### src/ref_ladder_params.svh
`ifndef REF_LADDER_PARAMS_SVH
`define REF_LADDER_PARAMS_SVH

// ------------------------------------------------------------
// Register map
// ------------------------------------------------------------
`define REF_CTRL_ADDR 4'h0
`define REF_CTRL_RESET 32'h0000_0000

// ------------------------------------------------------------
// Field positions
// ------------------------------------------------------------
`define REF_ON_BIT 15
`define REF_OE_BIT 6
`define REF_RANGE_BIT 5
`define REF_SRC_BIT 4
`define REF_LEVEL_MSB 3
`define REF_LEVEL_LSB 0
`define REF_IMPL_MASK 32'h0000_807f

// ------------------------------------------------------------
// Ladder constants
// ------------------------------------------------------------
`define REF_LOW_RANGE_DIV 24
`define REF_HIGH_RANGE_DIV 32
`define REF_UNMAPPED_DATA 32'h0000_0000

`endif

### src/ref_ladder_pkg.sv
package ref_ladder_pkg;
   // Bus access kind seen by the slave
   typedef enum logic [1:0] {ACC_IDLE, ACC_READ, ACC_WRITE} acc_kind_t;
   // Ladder range choice
   typedef enum logic {RANGE_QUARTER = 1'b0, RANGE_LOW = 1'b1} range_t;
endpackage

### src/ref_ctrl_field.sv
`timescale 1ns/1ns
// Generic field register: loads din whole when load is high, holds otherwise
module ref_ctrl_field #(
   parameter int W = 1
) (
   // Clock and reset
   input wire logic ref_clk,
   input wire logic reset_n,
   // Load control
   input wire logic load,
   input wire logic [W-1:0] din,
   // Stored value
   output logic [W-1:0] q
);
   logic [W-1:0] q_nxt;

   // Next value: load wins, else hold
   always_comb begin
      q_nxt = load ? din : q;
   end

   // Register only
   always_ff @(posedge ref_clk) begin
      if (!reset_n) begin
         q <= '0;
      end else begin
         q <= q_nxt;
      end
   end
endmodule // ref_ctrl_field

### src/reference_ladder_control.sv
// The Avalon-MM slave port and the register offsets were decided locally.
`timescale 1ns/1ns
`include "ref_ladder_params.svh"

// Operation
// - Enable bit clear disables generator, set enables
// - Setting enable leaves other fields unchanged
// - Clearing enable leaves other fields unchanged
// - Bit 6 connects level to pin
// - Range bit one: zero base, span/24 steps
// - Range bit zero: quarter base, span/32 steps
// - Source bit zero selects supply rails
// - Source bit one selects external reference pins
// - Unimplemented bits ignore writes, read zero
module reference_ladder_control (
   // Clock and reset
   input wire logic ref_clk,
   input wire logic reset_n,
   // Avalon-MM slave
   input wire logic [3:0] address,
   input wire logic read,
   input wire logic write,
   input wire logic [3:0] byteenable,
   input wire logic [31:0] writedata,
   output logic [31:0] readdata,
   output logic waitrequest,
   // Analog ladder controls
   output logic ladder_enable,
   output logic ref_pin_output_enable,
   output ref_ladder_pkg::range_t ref_range_select,
   output logic ref_source_select,
   output logic [3:0] ref_level_code
);
   import ref_ladder_pkg::*;

   // ------------------------------------------------------------
   // Bus handshake
   // ------------------------------------------------------------
   // Accept state: waitrequest drops one cycle after a request
   // A fixed single wait cycle keeps the read path registered, at the
   // cost of two clocks per access; this register is rarely touched
   logic ack_r; // Request seen last cycle, answer this cycle
   logic ack_nxt; // Next accept state
   logic [31:0] readdata_nxt; // Next read data, held between reads
   logic hit; // Address matches the control register
   logic wr_lo; // Write strobe, low byte lane
   logic wr_hi; // Write strobe, second byte lane
   logic [31:0] ctrl_view; // Register as read by software

   assign hit = (address == `REF_CTRL_ADDR);
   assign wr_lo = write && ack_r && hit && byteenable[0];
   assign wr_hi = write && ack_r && hit && byteenable[1];

   // Each request waits exactly one cycle, then completes
   always_comb begin
      ack_nxt = (read || write) && !ack_r;
   end

   always_ff @(posedge ref_clk) begin
      if (!reset_n) begin
         ack_r <= 1'b0;
         waitrequest <= 1'b1;
      end else begin
         ack_r <= ack_nxt;
         waitrequest <= !ack_nxt;
      end
   end

   // ------------------------------------------------------------
   // Control fields
   // ------------------------------------------------------------
   // The enable bit and the low byte load independently, so the enable bit never disturbs
   // the others and vice versa
   ref_ctrl_field #(.W(1)) u_on (
      .ref_clk(ref_clk),
      .reset_n(reset_n),
      .load(wr_hi),
      .din(writedata[`REF_ON_BIT]),
      .q(ladder_enable)
   );

   logic [6:0] low_q; // OE, range, source, level
   ref_ctrl_field #(.W(7)) u_low (
      .ref_clk(ref_clk),
      .reset_n(reset_n),
      .load(wr_lo),
      .din(writedata[6:0]),
      .q(low_q)
   );

   // Outputs come straight from the field flops
   assign ref_pin_output_enable = low_q[`REF_OE_BIT];
   assign ref_range_select = range_t'(low_q[`REF_RANGE_BIT]);
   assign ref_source_select = low_q[`REF_SRC_BIT];
   assign ref_level_code = low_q[`REF_LEVEL_MSB:`REF_LEVEL_LSB];

   // ------------------------------------------------------------
   // Read path
   // ------------------------------------------------------------
   // Unimplemented bits are simply absent, so they read zero
   always_comb begin
      ctrl_view = `REF_CTRL_RESET;
      ctrl_view[`REF_ON_BIT] = ladder_enable;
      ctrl_view[6:0] = low_q;
      readdata_nxt = readdata;
      if (read && ack_nxt) begin
         readdata_nxt = hit ? (ctrl_view & `REF_IMPL_MASK) : `REF_UNMAPPED_DATA;
      end
   end

   always_ff @(posedge ref_clk) begin
      if (!reset_n) begin
         readdata <= 32'h0000_0000;
      end else begin
         readdata <= readdata_nxt;
      end
   end

   // ------------------------------------------------------------
   // Checks
   // ------------------------------------------------------------
   property p_on_follows_write;
      @(posedge ref_clk) disable iff (!reset_n)
      wr_hi |=> ladder_enable == $past(writedata[`REF_ON_BIT]);
   endproperty
   a_on_follows_write: assert property (p_on_follows_write)
      else $error("enable bit did not follow write");

   property p_low_hold_on_hi_only;
      @(posedge ref_clk) disable iff (!reset_n)
      (wr_hi && !wr_lo) |=> $stable(low_q);
   endproperty
   a_low_hold_on_hi_only: assert property (p_low_hold_on_hi_only)
      else $error("other fields changed on enable-only write");

   property p_on_clear_keeps;
      @(posedge ref_clk) disable iff (!reset_n)
      (wr_hi && !wr_lo && !writedata[`REF_ON_BIT]) |=> $stable(low_q) && !ladder_enable;
   endproperty
   a_on_clear_keeps: assert property (p_on_clear_keeps)
      else $error("disable changed other fields");

   property p_oe_write;
      @(posedge ref_clk) disable iff (!reset_n)
      wr_lo |=> ref_pin_output_enable == $past(writedata[`REF_OE_BIT]);
   endproperty
   a_oe_write: assert property (p_oe_write)
      else $error("pin enable wrong after write");

   property p_range_src_write;
      @(posedge ref_clk) disable iff (!reset_n)
      wr_lo |=> ref_range_select == $past(writedata[`REF_RANGE_BIT])
         && ref_source_select == $past(writedata[`REF_SRC_BIT]);
   endproperty
   a_range_src_write: assert property (p_range_src_write)
      else $error("range or source wrong after write");

   property p_unimpl_zero;
      @(posedge ref_clk) disable iff (!reset_n)
      !waitrequest && $past(read) |-> (readdata & ~`REF_IMPL_MASK) == 32'h0;
   endproperty
   a_unimpl_zero: assert property (p_unimpl_zero)
      else $error("unimplemented bits read nonzero");

   property p_static_outputs;
      @(posedge ref_clk) disable iff (!reset_n)
      !wr_lo |=> $stable(ref_level_code) && $stable(ref_pin_output_enable);
   endproperty
   a_static_outputs: assert property (p_static_outputs)
      else $error("control output changed without write");

   property p_static_mode;
      @(posedge ref_clk) disable iff (!reset_n)
      !wr_lo |=> $stable(ref_range_select) && $stable(ref_source_select);
   endproperty
   a_static_mode: assert property (p_static_mode)
      else $error("range or source changed without write");

   property p_static_enable;
      @(posedge ref_clk) disable iff (!reset_n)
      !wr_hi |=> $stable(ladder_enable);
   endproperty
   a_static_enable: assert property (p_static_enable)
      else $error("enable changed without write");

   property p_level_write;
      @(posedge ref_clk) disable iff (!reset_n)
      wr_lo |=> ref_level_code == $past(writedata[`REF_LEVEL_MSB:`REF_LEVEL_LSB]);
   endproperty
   a_level_write: assert property (p_level_write)
      else $error("level code wrong after write");

   // Unmapped words answer like the register, but with zero data
   property p_unmapped_read;
      @(posedge ref_clk) disable iff (!reset_n)
      read && !hit && ack_nxt |=> readdata == `REF_UNMAPPED_DATA;
   endproperty
   a_unmapped_read: assert property (p_unmapped_read)
      else $error("unmapped read returned nonzero");

   // With no request pending the slave must keep the master waiting
   property p_idle_wait;
      @(posedge ref_clk) disable iff (!reset_n)
      !read && !write |=> waitrequest;
   endproperty
   a_idle_wait: assert property (p_idle_wait)
      else $error("waitrequest low with no request");

   property p_reset_clear;
      @(posedge ref_clk) !reset_n |=> !ladder_enable && low_q == 7'h00 && waitrequest;
   endproperty
   a_reset_clear: assert property (p_reset_clear)
      else $error("fields not cleared by reset");

   property p_answer_time;
      @(posedge ref_clk) disable iff (!reset_n)
      ((read || write) && waitrequest) |=> !waitrequest;
   endproperty
   a_answer_time: assert property (p_answer_time)
      else $error("request not answered in one cycle");

   c_enable_on: cover property (@(posedge ref_clk) disable iff (!reset_n)
      $rose(ladder_enable));
   c_low_range: cover property (@(posedge ref_clk) disable iff (!reset_n)
      ladder_enable && ref_range_select == RANGE_LOW && ref_pin_output_enable);
   c_ext_source: cover property (@(posedge ref_clk) disable iff (!reset_n)
      ref_source_select && ref_level_code == 4'hf);
   c_bad_addr: cover property (@(posedge ref_clk) disable iff (!reset_n)
      read && !hit && !waitrequest);
   c_disable_keeps: cover property (@(posedge ref_clk) disable iff (!reset_n)
      $fell(ladder_enable) && ref_level_code != 4'h0);
endmodule // reference_ladder_control
### config.mk
export PLATFORM = sky130hd
export DESIGN_NAME = reference_ladder_control
export DESIGN_NICKNAME = d
export VERILOG_FILES = /design/src/ref_ladder_pkg.sv /design/src/ref_ctrl_field.sv /design/src/reference_ladder_control.sv
export VERILOG_INCLUDE_DIRS = /design/src /design/src/src
export SDC_FILE = /design/constraint.sdc
export NUM_CORES = 1
export LEC_CHECK = 0
export BUFFER_PORTS_ARGS = -buffer_cell sky130_fd_sc_hd__buf_4
export CAP_MARGIN = 20
export CORE_MARGIN = 8
export CORE_UTILIZATION = 39
export DETAILED_ROUTE_END_ITERATION = 7
export PLACE_DENSITY_LB_ADDON = 0.2
export SYNTH_ARGS = -nofsm -noshare
export SYNTH_HDL_FRONTEND = slang
export SYNTH_SLANG_ARGS = --single-unit
### constraint.sdc
create_clock -name ref_clk -period 3.1 [get_ports ref_clk]
set_input_delay 0.31 -clock ref_clk [delete_from_list [all_inputs] [get_ports ref_clk]]
set_output_delay 0.31 -clock ref_clk [all_outputs]
set_load 0.005 [all_outputs]
==> impl_results.md, run 1 <==
- Status: completed
- Nets: 181
- Num CTS Buffers: 3
- CP cell instances: buf_4 > nor4_4 > and4_1 > mux2i_1
- Initial antenna violation count: 0
- Core area: about 0.0022 mm^2
- Worst-path cell with the longest stage delay: nor4_4
- Leak pwr: 0.504 nW
- Max VDD drop: 0.000237 V
- Drt total wl: between 2000 and 2500 um
- Mean Syn Cell Area: approximately 8.7 um^2
- Synth warnings: 0
- Storage element area: about 360 um^2
- Total track usage: 9.05%
- Die height: 64.3 um
- # setup viols final: 0
- Root Driver: clkbuf_4
- Worst setup path class: input pin to register
- First-pass DRT Iterations: 4
- H-tree depth: 1
- Vias in the first global route: 734
- Multi-input gate area: 419 um^2
- Largest net degree at the start of global routing: 26
- Period utilisation layout: 51.6%
- First-pass GRT wire length: just over 3000 um
- Comb pwr share: 11.7%
- Post-route ant nets: 0
- Layout fillers: 232
- DRT iter0 DRCs: 6
- DIE WIDTH: 64.3 um
- Initial Util: about 41%
- Worst EP arrival: 1810 ps
- Required time of the critical path: 3310 ps
- Fin area: 0.00110 mm^2
- Min-delay src: writedata[15]
- Clk_skew: 1.56 ps
- Post-route DRC violation count: 0
- Sink Count: 18
- Measured slew at the worst slew-check pin: 587 ps
- Library cells used by synthesis: 17
- Unrepaired setup endpoints after global routing: false
- Top Ports: 85
- Share of cells above drive strength 1: around 28%
- Cells resized by post-CTS repair: 0
- Cell Pwr Density: 355 mW/mm^2
- Top post-synthesis cells by area: dfxtp_1 40%, buf_4 20%, nand2_1 9.9%
- CTS tree: done
- Reg-to-reg endpoint: readdata[2]
- Hold path endpoint: u_on.q
- Gr ovfl total: 0
- Slew Limit Fails: 0
- Wire per inst: 12.4 um
- Dpl hpwl: ~1600 um
- Postcts setup bufs: 0
- Reg power frac: 60.1%
- Pint: approximately 0.3 mW
- Port Buffers: 34
- Placed instance area: between 0.001 and 0.0015 mm^2
- Setup tns final: 0 ps
- Post-synthesis cell area: 911 um^2
- RePlAce Congestion: 0.694
- Vias: 681
- Die area: 0.00414 mm^2
- Hold path depth: 3
- Max incr delay on CP: 570 ps
- Tot Pwr: 0.391 mW
- Num rows: 17
- Mapped Cells: 105
- Slew headroom: 60.5%
- Number of max-cap violations: 0
- P_sw: ~0.09 mW
- Via density per instance: ~4.2
- Antenna diodes: 0
- R2R Path Start: ack_r
- Worst R2R Path Depth: 3
- Cts-stage hold buffer count: 0
- Fmax: 625 MHz
- Crit. Startpoint: address[3]
- Clk Latency, worst-skew pair: 280 ps
- Fin crit period: 1600 ps
- Startpoint Class: input pin
- Post-synth top area share: around 40%
- Hold WC Path Type: input pin to register
- Placed cell count: 160
- CTS clock-pin slew for the worst setup and hold paths: 90 ps
- Clock power share: 28.2%
- Synth Register Bits: 18
- CP Capture Type: register
- Register area share after synthesis: 39.6%
- Sw Ratio: 23.6%
- Final cell count without fillers: 163
- Flop-to-flop setup slack: 1880 ps
- Crit Path Max Fanout: 10
- Max clock buf depth: 2
- Hold Fails Final Rpt: 0
- Layout area overhead: 20.7%
- Synth area leader: dfxtp_1
## sequential cells by signal, summed over array words and instances, names as in the netlist
register / count
ack_r: 1
readdata: 8
u_low.q: 7
u_on.q: 1
waitrequest: 1
## per-layer routing
metal | GRT usage (%) | wire length, um | vias to the layer above
met2 | 16.1 | 943 | 35
met3 | 4.70 | 258 | 2
met5 | 0 | 0 | -
li1 | - | - | 353
met1 | 8.96 | 803 | 291
met4 | 2.45 | 12 | 0
## through the flow
step | utilization (%) | setup WS [ps] | hold WS [ps]
after global placement | 48.7 | 1260 | 450
after global routing | 49.7 | 1460 | 269
after detailed placement | 48.7 | 1230 | 459
after floorplan | - | 1740 | 449
final | 49.7 | 1500 | 269
after CTS | 49.7 | 1490 | 264
## worst max-delay path by stage
stage	end	slack, ps	cells after the start
finish	u_low.q[2]	1500	4
global route	u_low.q[2]	1460	4
CTS	u_low.q[2]	1490	4
detailed placement	u_low.q[2]	1230	4
global placement	u_low.q[5]	1260	4
floorplan	u_low.q[0]	1740	4
## cell usage in the layout, fill, tap and decap left out
master    Yosys  final
nor2b_1       1      1
nor4_4        1      1
clkbuf_4      0      3
nand2_1      24     24
inv_1         2      2
o211a_1       1      1
mux2i_1       8      8
and4_1        1      1
buf_4        24     34
a21boi_0      8      8
conb_1        1     24
nand2b_1      1      1
nand3_1       8      8
nand4_1       1      1
dfxtp_1      18     18
## final cells by class
class,instances,area share (%)
clock buffers,3,2.05
flip-flops and latches,18,32.8
repair buffers,34,23.2
multi-input cells,78,38.1
well taps,28,3.19
inverters,2,0.683
## power by group through the flow
stage	combinational (mW)	clock, mW	sequential, mW
2_1_floorplan	0.0441	0	0.240
3_3_place_gp	0.0438	0	0.240
3_5_place_dp	0.0448	0	0.240
4_1_cts	0.0449	0.116	0.235
5_1_grt	0.0506	0.128	0.235
6_report	0.0457	0.110	0.235
## logic make-up after synthesis
| kind of cell | share of synthesized area (%) |
|---|---|
| AND/OR/NAND/NOR | 19.6 |
| flip-flops | 39.6 |
| other | 0.412 |
| multiplexers | 8.79 |
| AO/OA/AOI/OAI | 7.69 |
| buffers and inverters | 23.9 |
## synth_stat cells
library cell and number:
buf_6 1, o211a_1 1, conb_1 1, nor4_4 1, buf_4 24, and4_1 1, clkbuf_1 4, nand2b_1 1
a21boi_0 8, nand4_1 1, nor2b_1 1, nand3_1 8, nand2_1 24, buf_1 1, dfxtp_1 18, inv_1 2
mux2i_1 8
## critical path, delay by kind of cell
| family | cells | cell delay, ps |
|---|---|---|
| AND/OR/NAND/NOR | 2 | 1120 |
| multiplexers | 1 | 260 |
| buffers and inverters | 1 | 120 |
Note: power is estimated with default switching activity, not from simulation.
==> run 2, diff against run 1 <==
--- a/config.mk
+++ b/config.mk
@@ -9,7 +9,7 @@
 export BUFFER_PORTS_ARGS = -buffer_cell sky130_fd_sc_hd__buf_4
 export CAP_MARGIN = 20
 export CORE_MARGIN = 8
-export CORE_UTILIZATION = 39
+export CORE_UTILIZATION = 36
 export DETAILED_ROUTE_END_ITERATION = 7
 export PLACE_DENSITY_LB_ADDON = 0.2
 export SYNTH_ARGS = -nofsm -noshare
==> constraint.sdc (replaced) <==
create_clock -name ref_clk -period 1.55 [get_ports ref_clk]
set_input_delay 0.155 -clock ref_clk [delete_from_list [all_inputs] [get_ports ref_clk]]
set_output_delay 0.155 -clock ref_clk [all_outputs]
set_load 0.005 [all_outputs]
==> run 2 against run 1 <==
  * Combinational power up 110%
  * Final area up 3.0%
  * Via count rose by 7.5%
  * Sequential share of layout area down 0.94 points
  * Clock-buffer cell count stayed put
  * Clock skew grew 1.9 ps
  * Sequential cell count did not move
  * Global-route usage rose by 0.63 points
  * Worst hold slack lost 160 ps
  * Die area is 6.2% higher
  * Cell count is 3.7% higher
  * Critical path type is now register to register
  * Largest power group unchanged
==> impl_results.md, run 2 (same netlist as run 1, synthesis figures left out) <==
- Status: completed
- Sw Ratio: 23.8% (+0.19 points)
- Buf/Inv on CP: 0 (-1)
- Setup ws final: 516 ps (-984 ps)
- Comb pwr share: 12.1% (+0.4 points)
- Period utilisation layout: roughly two thirds
- Hold Fails Final Rpt: 0 (unchanged)
- CP cell instances: nand2b_1 > nand2_1 > a21boi_0
- CTS tree: done
- Dpl hpwl: 1740 um (+6.6%)
- Clk_skew: 3.48 ps (+1.92 ps)
- # setup viols final: 0 (unchanged)
- Slew Limit Fails: 0 (unchanged)
- Worst setup path class: register to register
- H-tree depth: 1 (unchanged)
- Postcts setup bufs: 0 (unchanged)
- Share of cells above drive strength 1: 30.2% (+2.1 points)
- Max clock buf depth: 2 (unchanged)
- Cts-stage hold buffer count: 0 (unchanged)
- Max incr delay on CP: 390 ps (-180 ps)
- Vias in the first global route: 783 (+6.7%)
- Storage element area: 360 um^2 (unchanged)
- Reg power frac: 59.6% (-0.5 points)
- Nets: 185 (+2.2%)
- Initial antenna violation count: 0 (unchanged)
- Num rows: 18 (+1)
- Vias: 732 (+7.5%)
- Core area: 0.00243 mm^2 (+10%)
- Startpoint Class: register
- First-pass DRT Iterations: 4 (unchanged)
- Fin crit period: around 1000 ps
- Root Driver: clkbuf_4
- Placed cell count: 166 (+3.8%)
- Cells resized by post-CTS repair: 0 (unchanged)
- Max reg flops: 8 (unchanged)
- Layout Utilization: 46.6% (-3.2 points)
- Via density per instance: 4.33 (+3.7%)
- Die height: 66.3 um (+3.1%)
- Sink Count: 18 (unchanged)
- Setup WS pre-CTS: 284 ps (-941 ps)
- P_sw: 0.187 mW (+100%)
- Antenna diodes: 0 (unchanged)
- Worst EP arrival: 1250 ps (-560 ps)
- Worst-path cell with the longest stage delay: dfxtp_1
- Multi-input gate area: 419 um^2 (unchanged)
- Wire per inst: 12.4 um (+0.18%)
- Clk Latency, worst-skew pair: 280 ps (about the same)
- DRT iter0 DRCs: 14 (+8)
- Hold WC Path Type: input pin to register
- Crit Path Max Fanout: 8 (-2)
- Max VDD drop: 0.000431 V (+82%)
- Post-route DRC violation count: 0 (unchanged)
- Most frequent cells in the layout: 38 x buf_4, 24 x nand2_1, 24 x conb_1, 18 x dfxtp_1
- Required time of the critical path: 1760 ps (-1550 ps)
- Layout area overhead: 24.3%
- DIE WIDTH: 66.3 um (+3.1%)
- Cell Pwr Density: 696 mW/mm^2 (+96%)
- Regs by FF count: readdata (8), u_low.q (7)
- Largest net degree at the start of global routing: 26 (unchanged)
- Leak pwr: 0.526 nW (+4.2%)
- Clock power share: 28.3% (about the same)
- Pint: 0.601 mW (+100%)
- Final cell count without fillers: 169 (+3.7%)
- Drt total wl: 2100 um (+3.9%)
- Total track usage: 9.68% (+0.63 points)
- Gr ovfl total: 0 (unchanged)
- Top reg by flops: readdata
- Initial Util: 37.4% (-3.7 points)
- Port Buffers: 34 (unchanged)
- Setup tns final: 0 ps (unchanged)
- Unrepaired setup endpoints after global routing: false
- Die area: 0.00440 mm^2 (+6.2%)
- Top Ports: 85 (unchanged)
- Fmax: between 900 and 1000 MHz
- First-pass GRT wire length: 3400 um (+9.3%)
- RePlAce Congestion: 0.663 (-4.3%)
- Num CTS Buffers: 3 (unchanged)
- Number of max-cap violations: 0 (unchanged)
- Layout fillers: 256 (+10%)
- Top cell family by delay on the critical path: simple AND/OR/NAND/NOR gates
- CTS clock-pin slew for the worst setup and hold paths: 100 ps (about the same)
- Most common cell after layout, fill and taps aside: buf_4
- Post-route ant nets: 0 (unchanged)
- CP Capture Type: register
==> run 2: final timing paths <==
| path | from | to | slack [ps] | cells past startpoint |
|---|---|---|---|---|
| max | ack_r | readdata[3] | 520 | 3 |
| min | writedata[4] | u_low.q[4] | 110 | 3 |
| max reg2reg | ack_r | readdata[3] | 520 | 3 |
| min reg2reg | readdata[4] | readdata[4] | 470 | 2 |
==> run 2: cell type report <==
class                           count  area share, %
Multi-Input combinational cell     78           37.0
Clock buffer                        3           1.99
Tap cell                           30           3.31
Sequential cell                    18           31.8
Timing Repair Buffer               38           25.2
Inverter                            2          0.663
==> run 2: tightest hold or removal path: cells and delay by family <==
kind / cells / cell delay (ps)
mux: 1 / 50
simple gates: 1 / 40
buf+inv: 1 / 110
==> run 2: through the flow <==
stage | power (mW) | hold WS [ps] | area, um^2
3_3_place_gp | 0.573 | 411 | 1110
2_1_floorplan | 0.568 | 294 | 997
6_report | 0.788 | 113 | 1130
4_1_cts | 0.801 | 106 | 1130
3_5_place_dp | 0.574 | 424 | 1110
5_1_grt | 0.832 | 105 | 1130
==> run 2: routing by layer <==
layer  routed length [um]  vias up  global-route usage (%)
met5                    0        -                       0
met4                    0        0                    3.20
met3                  222        0                    3.22
met2                 1070       32                    18.0
met1                  806      340                    9.82
li1                     -      360                       -
==> run 2: power groups by stage <==
stage / combinational, mW / sequential (mW) / clock (mW)
2_1_floorplan: 0.0882 / 0.480 / 0
6_report: 0.0953 / 0.470 / 0.223
3_5_place_dp: 0.0935 / 0.480 / 0
4_1_cts: 0.0937 / 0.470 / 0.238
5_1_grt: 0.107 / 0.471 / 0.254
3_3_place_gp: 0.0921 / 0.480 / 0
==> run 3, diff against run 2 <==
--- a/config.mk
+++ b/config.mk
@@ -6,10 +6,11 @@
 export SDC_FILE = /design/constraint.sdc
 export NUM_CORES = 1
 export LEC_CHECK = 0
+export ABC_AREA = 1
 export BUFFER_PORTS_ARGS = -buffer_cell sky130_fd_sc_hd__buf_4
 export CAP_MARGIN = 20
 export CORE_MARGIN = 8
-export CORE_UTILIZATION = 36
+export CORE_UTILIZATION = 38
 export DETAILED_ROUTE_END_ITERATION = 7
 export PLACE_DENSITY_LB_ADDON = 0.2
 export SYNTH_ARGS = -nofsm -noshare
==> constraint.sdc (replaced) <==
create_clock -name ref_clk -period 1 [get_ports ref_clk]
set_input_delay 0.1 -clock ref_clk [delete_from_list [all_inputs] [get_ports ref_clk]]
set_output_delay 0.1 -clock ref_clk [all_outputs]
set_load 0.005 [all_outputs]
==> run 3 against run 2 <==
  * Clock power up 53%
  * Final area up 13%
  * Maximum frequency grew 7.5%
  * Utilization increased by 4.8 points
  * Critical path type unchanged
  * Die area grew 3.7%
  * Critical path depth is 2 higher
  * Wire length is 5.9% higher
  * Synthesized cell count is 41% higher
  * Sequential share of layout area is 3.7 points lower
  * Register-to-register slack got worse by 480 ps
  * Worst hold slack got worse by 29 ps
==> impl_results.md, run 3 <==
- Layout fillers: 272 (+6.3%)
- Async S/R FF share, synth: 0% (unchanged)
- Mean Syn Cell Area: 6.81 um^2 (-21%)
- Largest net degree at the start of global routing: 10 (-62%)
- Max reg flops: 8 (unchanged)
- Hold Slack: 84.4 ps (-29.1 ps)
- Regs by FF count: readdata (8), u_low.q (7)
- Port Buffers: 34 (unchanged)
- Leading cell type by number of instances after synthesis: nand2_1
- Startpoint Class: register
- Placed instance area: 0.00123 mm^2 (+11%)
- Post-synth top area share: 35.7% (-3.8 points)
- Die area: 0.00456 mm^2 (+3.7%)
- Initial antenna violation count: 0 (unchanged)
- CTS tree: done
- Library cells used by synthesis: 14 (-3)
- Most common cell after layout, fill and taps aside: buf_4
- Post-route ant nets: 0 (unchanged)
- Worst setup path class: register to register
- Slew Limit Fails: 0 (unchanged)
- Via density per instance: 4.01 (-7.4%)
- # setup viols final: 0 (unchanged)
- Worst EP arrival: 1150 ps (-100 ps)
- Antenna diodes: 0 (unchanged)
- Total track usage: 9.89% (+0.21 points)
- CP cell instances: o21bai_4 > nor2_4 > nand2_1 > nand2_1 > nor2_1
- Max VDD drop: 0.000611 V (+42%)
- Synth Register Bits: 18 (unchanged)
- Fin crit period: 962 ps (-71.9 ps)
- Min-delay src: byteenable[1]
- Initial Util: 40.3% (+2.9 points)
- Unrepaired setup endpoints after global routing: true
- Number of max-cap violations: 0 (unchanged)
- First-pass GRT wire length: 3630 um (+6.7%)
- RePlAce Congestion: 0.746 (+12%)
- Top cells by count, synth: 34 x nand2_1, 25 x nor2_1, 24 x buf_4
- Layout area overhead: 27.4%
- Top reg by flops: readdata
- Gr ovfl total: 0 (unchanged)
- Leak pwr: 0.697 nW (+33%)
- Clk_skew: 2.28 ps (-1.20 ps)
- Share of cells above drive strength 1: 28.5% (-1.7 points)
- Num rows: 18 (unchanged)
- DIE WIDTH: 67.5 um (+1.8%)
- Top_reg_cell synth: dfxtp_1
- EDFF count, synth: 0 (unchanged)
- Buf/Inv on CP: 0 (unchanged)
- Post-synthesis cell area: 0.00101 mm^2 (+11%)
- Top post-synthesis cells by area: dfxtp_1 36%, buf_4 18%, nand2_1 13%
- Drt total wl: 2220 um (+5.9%)
- Synth area leader: dfxtp_1
- First-pass DRT Iterations: 4 (unchanged)
- Hold Fails Final Rpt: 0 (unchanged)
- Final cell count without fillers: 216 (+28%)
- Top Ports: 85 (unchanged)
- H-tree depth: 1 (unchanged)
- Register area share after synthesis: 35.7% (-3.8 points)
- Mapped Cells: 148 (+41%)
- Synth warnings: 0 (unchanged)
- Dpl hpwl: 1910 um (+9.8%)
- R2R Path Start: ack_r
- Required time of the critical path: 1190 ps (-570 ps)
- Post-route DRC violation count: 0 (unchanged)
- Vias in the first global route: 873 (+11%)
- Core area: 0.00250 mm^2 (+2.8%)
- Placed cell count: 213 (+28%)
- DRT iter0 DRCs: 14 (unchanged)
- Crit Path Max Fanout: 8 (unchanged)
- Status: completed
- Fmax: 1040 MHz (+7.5%)
- Fin area: 0.00128 mm^2 (+13%)
- Postcts setup bufs: 0 (unchanged)
- Worst-path cell with the longest stage delay: dfxtp_2
- Cell Pwr Density: 1090 mW/mm^2 (+57%)
- CTS clock-pin slew for the worst setup and hold paths: 90 ps (about the same)
- Root Driver: clkbuf_4
- Sink Count: 18 (unchanged)
- Wire per inst: 10.3 um (-17%)
- Clk Latency, worst-skew pair: 280 ps (about the same)
- CP Capture Type: register
- Vias: 866 (+18%)
- Nets: 232 (+25%)
- Max clock buf depth: 2 (unchanged)
- Max incr delay on CP: 330 ps (-60 ps)
- Num CTS Buffers: 3 (unchanged)
- Crit. Startpoint: ack_r
- Hold WC Path Type: input pin to register
- Most common cell on crit path: nand2_1
- Top cell family by delay on the critical path: simple AND/OR/NAND/NOR gates
- Most frequent cells in the layout: 38 x buf_4, 32 x nand2_1, 24 x nor2_1, 24 x conb_1, 19 x inv_1
- Die height: 67.5 um (+1.8%)
- Period utilisation layout: 96.2% (+30 points)
[run 3: cell types whose count changed after synthesis, sizes merged, moves of 4 or more]
cell	delta
a21boi	-8
clkbuf	-4
inv	+18
mux2i	-8
nand2	+11
nand3	+8
nor2	+28
[run 3: worst register-to-register path: cells and delay by family, from the launching register on]
kind | cells | cell delay, ps
compound gates | 1 | 180
flops | 1 | 330
simple gates | 4 | 360
[run 3: cells by family after synthesis]
group | share of synthesized area, %
compound gates | 1.24
simple gates | 36.0
flops | 35.7
other cells | 0.372
buf+inv | 26.7
[run 3: area by class of cell]
cell class                      count  area [um^2]  share of cell area [%]
Multi-Input combinational cell    106          499                    38.9
Inverter                           21         78.8                    6.13
Timing Repair Buffer               38          285                    22.2
Tap cell                           30         37.5                    2.92
Sequential cell                    18          362                    28.1
Clock buffer                        3         22.5                    1.75
[run 3: timing repair]
| item | 4_1_cts | 5_1_grt |
|---|---|---|
| setup endpoints to repair | 16 | 16 |
| pin swaps | 3 | 18 |
| resized for setup | 4 | 5 |
| hold buffers | 0 | 0 |
[run 3: where the power goes]
group	switching, mW	leakage, nW	internal (mW)
Sequential	0.0145	0.147	0.748
Clock	0.201	0.0138	0.140
Combinational	0.159	0.536	0.139
Total	0.375	0.697	1.03
[run 3: path summary, 6_finish.rpt]
check | endpoint | slack [ps] | cells past startpoint
worst max-delay path | readdata[0] | 40 | 5
worst min register to register | u_low.q[4] | 510 | 2
worst max register to register | readdata[0] | 40 | 5
worst min-delay path | u_on.q | 80 | 3
[run 3: per-layer routing]
| layer | global-route usage [%] | share of wire [%] | vias up |
|---|---|---|---|
| li1 | - | - | 468 |
| met1 | 9.79 | 39 | 367 |
| met2 | 18.7 | 51 | 31 |
| met3 | 3.48 | 10 | 0 |
| met4 | 3.13 | 0 | 0 |
| met5 | 0 | 0 | - |
[run 3: per-stage QoR]
stage	setup WS, ps	utilization (%)	TNS [ps]	power, mW
floorplan	51.0	-	0	0.989
global placement	-34.6	49.2	-192	1.05
detailed placement	-64.1	49.2	-389	1.05
CTS	-3.80	50.9	-3.80	1.41
global route	-53.6	51.4	-484	1.49
finish	37.8	51.4	0	1.40
